<file path="config.mk">
export PLATFORM = sky130hd
export DESIGN_NAME = return_instruction_exec
export DESIGN_NICKNAME = d
export VERILOG_FILES = /design/src/rtl/ret_exec_pkg.sv /design/src/rtl/ret_decode.sv /design/src/rtl/return_instruction_exec.sv
export SDC_FILE = /design/constraint.sdc
export NUM_CORES = 1
export LEC_CHECK = 0
export ABC_AREA = 1
export CORE_MARGIN = 8
export CORE_UTILIZATION = 50
export DETAILED_ROUTE_END_ITERATION = 8
export DONT_BUFFER_PORTS = 1
export GPL_TIMING_DRIVEN = 0
export PLACE_DENSITY = 0.67
export SYNTH_ARGS = -nofsm -noshare
export SYNTH_HDL_FRONTEND = slang
export SYNTH_SLANG_ARGS = --single-unit
</file>
<file path="constraint.sdc">
create_clock -name mclk -period 1.4 [get_ports mclk]
set_input_delay 0.21 -clock mclk [delete_from_list [all_inputs] [get_ports mclk]]
set_output_delay 0.21 -clock mclk [all_outputs]
set_load 0.01 [all_outputs]
</file>
<file path="src/rtl/ret_exec_pkg.sv">
// Constants for the return-instruction decode and execute block.
// Assumes a 14-bit instruction word, 8-bit data path and 13-bit program counter.
package ret_exec_pkg;
   localparam int INSN_W = 14;
   localparam int DATA_W = 8;
   localparam int PC_W   = 13;
   localparam logic [13:0] OP_RETURN      = 14'h0008;
   localparam logic [13:0] OP_RET_INT     = 14'h0009;
   localparam logic [3:0]  OP_RET_LIT_HI  = 4'hD;
   localparam int          LIT_HI_POS     = 10;
   localparam int          GIE_POS        = 7;
   localparam logic [7:0]  WREG_RESET     = 8'h00;
   localparam logic [7:0]  INTCTL_RESET   = 8'h00;
   localparam logic [12:0] PC_RESET       = 13'h0000;
   typedef enum logic [1:0] {RK_NONE, RK_RETURN, RK_LIT, RK_INT} ret_kind_e;
endpackage

</file>
<file path="src/rtl/ret_decode.sv">
// Combinational decoder that classifies an instruction word as a return kind.
// Assumes the word is stable while instr_valid is high.
`timescale 1ns/10ps
`default_nettype none
module ret_decode
   import ret_exec_pkg::*;
(
   input  wire logic [ret_exec_pkg::INSN_W-1:0] instr,
   output ret_exec_pkg::ret_kind_e              kind
);
   always_comb
   begin
      // Bits 9:8 of the literal form are don't-care
      if (instr[13:10] == OP_RET_LIT_HI)
         kind = RK_LIT;
      else if (instr == OP_RETURN)
         kind = RK_RETURN;
      else if (instr == OP_RET_INT)
         kind = RK_INT;
      else
         kind = RK_NONE;
   end
endmodule // ret_decode
`default_nettype wire

</file>
<file path="src/rtl/return_instruction_exec.sv">
// Executes the three return instructions of the core.
// Assumes the fetch stage presents one word per enabled cycle and the
// stack supplies stack_top combinationally, popped on stack_pop.
`timescale 1ns/10ps
`default_nettype none
module return_instruction_exec
   import ret_exec_pkg::*;
(
   input  wire logic                             mclk,
   input  wire logic                             reset,
   input  wire logic                             clk_en,
   input  wire logic                             instr_valid,
   input  wire logic [ret_exec_pkg::INSN_W-1:0]  instr,
   input  wire logic [ret_exec_pkg::PC_W-1:0]    stack_top,
   input  wire logic                             intctl_we,
   input  wire logic [ret_exec_pkg::DATA_W-1:0]  intctl_wdata,
   output logic                                  stack_pop,
   output logic                                  pc_load,
   output logic [ret_exec_pkg::PC_W-1:0]         pc_value,
   output logic                                  flush,
   output logic                                  busy,
   output logic [ret_exec_pkg::DATA_W-1:0]       w_reg,
   output logic                                  w_load,
   output logic [ret_exec_pkg::DATA_W-1:0]       interrupt_control_reg,
   output logic                                  status_we
);
   import ret_exec_pkg::*;

   ret_kind_e  kind;
   logic       take;
   logic       take_lit;
   logic       take_int;
   logic       global_interrupt_enable;
   logic [1:0] ret_cycles_q;

   // Shared by the execute logic and the checks below
   function automatic logic is_literal(input ret_kind_e k);
      return k == RK_LIT;
   endfunction

   function automatic logic is_int_return(input ret_kind_e k);
      return k == RK_INT;
   endfunction

   ret_decode u_dec
   (
      .instr (instr),
      .kind  (kind)
   );

   // Second cycle of a return never accepts a new word
   assign take = clk_en && instr_valid && !busy && kind != RK_NONE;
   assign take_lit = take && is_literal(kind);
   assign take_int = take && is_int_return(kind);
   assign global_interrupt_enable = interrupt_control_reg[GIE_POS];

   // Cycle one: word taken; cycle two: pop, reload and flushed fetch slot together
   always_ff @(posedge mclk or posedge reset)
   begin
      if (reset)
      begin
         stack_pop <= 1'b0;
         pc_load   <= 1'b0;
         pc_value  <= PC_RESET;
         busy      <= 1'b0;
         flush     <= 1'b0;
      end
      else if (clk_en)
      begin
         stack_pop <= take;
         pc_load   <= take;
         if (take)
            pc_value <= stack_top;
         busy  <= take;
         flush <= take;
      end
   end

   always_ff @(posedge mclk or posedge reset)
   begin
      if (reset)
      begin
         w_reg  <= WREG_RESET;
         w_load <= 1'b0;
      end
      else if (clk_en)
      begin
         w_load <= take_lit;
         if (take_lit)
            w_reg <= instr[DATA_W-1:0];
      end
   end

   always_ff @(posedge mclk or posedge reset)
   begin
      if (reset)
         interrupt_control_reg <= INTCTL_RESET;
      else if (clk_en)
      begin
         // Hardware set wins over a same-cycle software write
         if (intctl_we)
            interrupt_control_reg <= intctl_wdata;
         if (take_int)
            interrupt_control_reg[GIE_POS] <= 1'b1;
      end
   end

   // Returns never touch the status flags
   always_ff @(posedge mclk or posedge reset)
   begin
      if (reset)
         status_we <= 1'b0;
      else if (clk_en)
         status_we <= 1'b0;
   end

   // Counts enabled busy cycles; a return must never stretch past two
   always_ff @(posedge mclk or posedge reset)
   begin
      if (reset)
         ret_cycles_q <= 2'h0;
      else if (clk_en)
      begin
         if (busy)
            ret_cycles_q <= ret_cycles_q + 2'h1;
         else
            ret_cycles_q <= 2'h0;
      end
   end

   pop_loads_pc_a: assert property (@(posedge mclk) disable iff (reset)
      clk_en && take |=> stack_pop && pc_load && pc_value == $past(stack_top))
      else $error("return did not reload pc from stack top");

   two_cycle_a: assert property (@(posedge mclk) disable iff (reset)
      clk_en && take |=> busy && flush)
      else $error("return not two cycles");

   // A word offered in the second cycle must not start another pop
   no_back_to_back_a: assert property (@(posedge mclk) disable iff (reset)
      busy && clk_en |=> !stack_pop)
      else $error("word taken during return second cycle");

   literal_w_a: assert property (@(posedge mclk) disable iff (reset)
      clk_en && take_lit |=> w_load && w_reg == $past(instr[7:0]))
      else $error("literal not loaded into w");

   literal_pop_a: assert property (@(posedge mclk) disable iff (reset)
      w_load |-> stack_pop && pc_load)
      else $error("literal return did not pop");

   gie_set_a: assert property (@(posedge mclk) disable iff (reset)
      clk_en && take_int |=> global_interrupt_enable && stack_pop)
      else $error("interrupt return did not set enable");

   // Busy must drop on the next enabled edge, frozen edges excepted
   int_two_cycle_a: assert property (@(posedge mclk) disable iff (reset)
      clk_en && take_int |=> busy && flush ##1 (!busy || !$past(clk_en)))
      else $error("interrupt return not two cycles");

   pop_pc_pair_a: assert property (@(posedge mclk) disable iff (reset)
      pc_load == stack_pop)
      else $error("pc load and pop out of step");

   flush_busy_pair_a: assert property (@(posedge mclk) disable iff (reset)
      flush == busy)
      else $error("flush and busy out of step");

   busy_len_a: assert property (@(posedge mclk) disable iff (reset)
      ret_cycles_q < 2'h2)
      else $error("return held busy too long");

   single_pulse_a: assert property (@(posedge mclk) disable iff (reset)
      clk_en && stack_pop |=> !stack_pop)
      else $error("pop pulse longer than one cycle");

   // Bits 9:8 must not influence the literal decode
   lit_decode_a: assert property (@(posedge mclk) disable iff (reset)
      instr[INSN_W-1:LIT_HI_POS] == OP_RET_LIT_HI |-> kind == RK_LIT)
      else $error("literal return not decoded");

   lit_only_w_a: assert property (@(posedge mclk) disable iff (reset)
      clk_en && take && !take_lit |=> !w_load)
      else $error("w loaded by non-literal return");

   lit_pc_a: assert property (@(posedge mclk) disable iff (reset)
      clk_en && take_lit |=> pc_load && pc_value == $past(stack_top))
      else $error("literal return pc not from stack");

   int_pc_a: assert property (@(posedge mclk) disable iff (reset)
      clk_en && take_int |=> pc_load && pc_value == $past(stack_top))
      else $error("interrupt return pc not from stack");

   other_ignored_a: assert property (@(posedge mclk) disable iff (reset)
      clk_en && instr_valid && kind == RK_NONE |=> !stack_pop)
      else $error("non-return word popped stack");

   pc_hold_a: assert property (@(posedge mclk) disable iff (reset)
      clk_en && !take |=> pc_value == $past(pc_value))
      else $error("pc value moved without return");

   // Frozen cycles keep stack_pop and busy
   freeze_hold_a: assert property (@(posedge mclk) disable iff (reset)
      !clk_en |=> stack_pop == $past(stack_pop) && busy == $past(busy))
      else $error("state moved while frozen");

   freeze_w_a: assert property (@(posedge mclk) disable iff (reset)
      !clk_en |=> w_reg == $past(w_reg) && pc_value == $past(pc_value))
      else $error("registers moved while frozen");

   set_wins_a: assert property (@(posedge mclk) disable iff (reset)
      clk_en && intctl_we && take_int |=> global_interrupt_enable)
      else $error("software write beat enable set");

   sw_write_a: assert property (@(posedge mclk) disable iff (reset)
      clk_en && intctl_we && !take_int |=> interrupt_control_reg == $past(intctl_wdata))
      else $error("software write lost");

   gie_kept_a: assert property (@(posedge mclk) disable iff (reset)
      clk_en && take && !take_int && !intctl_we
      |=> global_interrupt_enable == $past(global_interrupt_enable))
      else $error("other return changed enable");

   status_quiet_a: assert property (@(posedge mclk) disable iff (reset)
      !status_we)
      else $error("return touched status flags");
   w_stable_a: assert property (@(posedge mclk) disable iff (reset)
      clk_en && take && kind != RK_LIT |=> w_reg == $past(w_reg))
      else $error("non-literal return changed w");
endmodule // return_instruction_exec
`default_nettype wire
</file>
==> results.md <==
* Run status: finished clean
* FF+latch count, synth at 31
* Postcts setup bufs at 0
* H-tree levels at 2
* Final net count at 200
* Fmax at 0.775 GHz
* Fill cell count at 257
* Worst-skew pair later-pin latency at 310 ps
* Sequential share of the synthesized area at 55.5%
* Vias in the first global route at 1097
* Async S/R FF share, synth at 100%
* Num rows at 19
* Cell area after layout at 0.00150 mm2
* Post-synthesis adder-cell area fraction at 0%
* CTS Buf Count at 5
* Core ar. at 0.00271 mm2
* Die Y at 68.9 um
* Initial DRC count at 68
* Largest stage delay, worst path at 470 ps
* Final core utilization at 55.5%
* Hpwl dp at 2630 um
* DR WL/cell at 17.2 um
* Hold Crit Class: in -> reg
* Reg2Reg Setup Slack at 110 ps
* Ys flop type: dfrtp_1
* Die Width at 68.9 um
* Initial antenna violation count at 0
* CP top delay family: flip-flops
* Crit-path cells: nor2_1, buf_6, nand2_4, buf_6, nand2_2, nand2_1
* Mean Syn Cell Area at 9.19 um2
* Initial Util at 51.6%
* Area Overhead vs Synth at 7.61%
* Synthesized instance count at 152
* All-layer global routing usage at 14.4%
* Buf/Inv on CP at 2
* Port Buffers at 0
* Mux cell area share after synthesis at 6.36%
* Post-Layout Cell Count at 192
* Simple-gate share of the synthesized area at 27.8%
* Final Power at 0.00192 W
* Sw frac at 30.4%
* Share of layout cells above drive strength 1 at 17.4%
* Most common cell after layout, fill and taps aside: nand2_1
* Compound-cell area share of the yosys netlist at 2.42%
* Fin. max-slew vios at 0
* CP Capture Type: flop
* Switching power at 0.000584 W
* CP Data Required Time at 1600 ps
* XOR/XNOR Fraction of Synth Area at 0%
* Max reg flops at 13
* DP Area at 0.00144 mm2
* CP Max Fanout at 10
* Post-synth EDFFs at 0
* Ant diodes at 0
* CTS tree: built
* Routed Antenna Nets at 0
* CP Launch Type: flop
* Largest family of logic cells by synthesized area: simple AND/OR/NAND/NOR gates
* Crit path top cell by count: buf_6
* Cell Area, Synth at 0.00140 mm2
* Io pins at 75
* Setup violators final at 0
* Drt drc at 0
* CP max stage cell: dfrtp_2
* CP arrival at 1490 ps
* Clk pin slew, worst setup/hold paths at 90 ps
* DRT Pass-1 Iters at 4
* Peak supply drop at 0.000834 V
* Largest net degree at the start of global routing at 32
* Vias at 1034
* Max-cap violations at 0
* Setup Skew at 5.19 ps
* Clock power share at 24.8%
* Synth warnings at 0
* Fin crit share at 92.1%
* Synth cell types at 20
* RSZ-0062 raised after global routing: false
* Global-route wire length before repair at 5060 um
* Commonest non-fill, non-tap cells in the layout: nand2_1, dfrtp_1, nand3_1, nor2_1, inv_1
* Comb power frac at 11.4%
* Clock Sinks at 31
* Slew HR at 24.0%
* Drt via density at 5.39
* Worst-Margin Slew at 1140 ps
* Die ar. at 0.00474 mm2
* Leak at 0.794 nW
* DP Cell Count at 183
* Flop pwr share at 63.9%
* Int Power at 0.00134 W
* Period minus WS final at 1290 ps
* Sum Neg Setup Slack at 0 ps
* Post-synth net total at 192
* Overflow after GRT at 0
* Root Driver: clkbuf_4
* Gp weighted congestion at 0.729
* Total Wirelength at 3300 um
* Final hold violations at 0
* Power Density at 1280 mW/mm2
* Crit Path Class: reg -> reg
* Clock buffer depth at 2
-- cell usage after synthesis, types with 2 or more instances --
cell	instances	area (um2)
nand2_1	48	180
dfrtp_1	31	776
nand3_1	18	90.1
nor2_1	15	56.3
inv_1	10	37.5
mux2_2	7	78.8
buf_4	5	37.5
o21ai_1	4	20.0
buf_2	2	10.0
buf_6	2	22.5
-- cell families (layout without fill, tap and decap cells) --
| kind of cell | Yosys count | after routing |
|---|---|---|
| AOI/OAI and AO/OA | 6 | 6 |
| muxes | 8 | 8 |
| DFF | 31 | 31 |
| buffers and inverters | 19 | 28 |
| other | 1 | 1 |
| and+or+nand+nor | 87 | 87 |
-- timing repair --
action	in CTS	in global routing
gates resized for setup	0	3
hold endpoints to repair	2	0
setup endpoints to repair	0	11
hold buffers	1	0
-- through the flow --
stage          setup WS (ps)  hold WS (ps)
3_5_place_dp            43.7           292
2_1_floorplan            247           290
3_3_place_gp            82.3           291
6_report                 110          29.2
5_1_grt                 10.0          13.2
4_1_cts                 20.9          12.4
-- worst paths after layout --
check | cells after the start | end | start
worst max-delay path | 6 | pc_value[10] | busy
worst min-delay path | 2 | pc_value[7] | stack_top[7]
worst max register to register | 6 | pc_value[10] | busy
worst min register to register | 2 | pc_value[9] | pc_value[9]
max in group asynchronous | 1 | busy | reset
min in group asynchronous | 1 | pc_value[4] | reset
-- power groups by stage --
stage          Combinational [W]  Sequential (W)  Clock (W)
2_1_floorplan           0.000179         0.00121          0
3_3_place_gp            0.000200         0.00125          0
3_5_place_dp            0.000218         0.00125          0
4_1_cts                 0.000220         0.00124   0.000499
5_1_grt                 0.000256         0.00125   0.000534
6_report                0.000218         0.00123   0.000475
-- per-layer routing --
metal | part of all wire, % | vias up | GRT usage (%)
met1 | 34 | 481 | 14.6
met2 | 49 | 56 | 24.4
met4 | 1.2 | 0 | 7.52
met3 | 15 | 6 | 6.62
met5 | 0 | - | 0
li1 | - | 491 | -
-- area by class of cell --
cell class	count	area, um2	share of cell area (%)
sequential	31	777	51.7
clock inverter	1	5.00	0.333
clock buffer	7	45.0	3.00
timing repair buffer	1	10.0	0.666
tap	31	38.8	2.58
inverter	10	37.5	2.50
buffer	9	76.3	5.07
multi-input combinational	102	514	34.2
No activity file was read; power rests on OpenSTA's default activity.
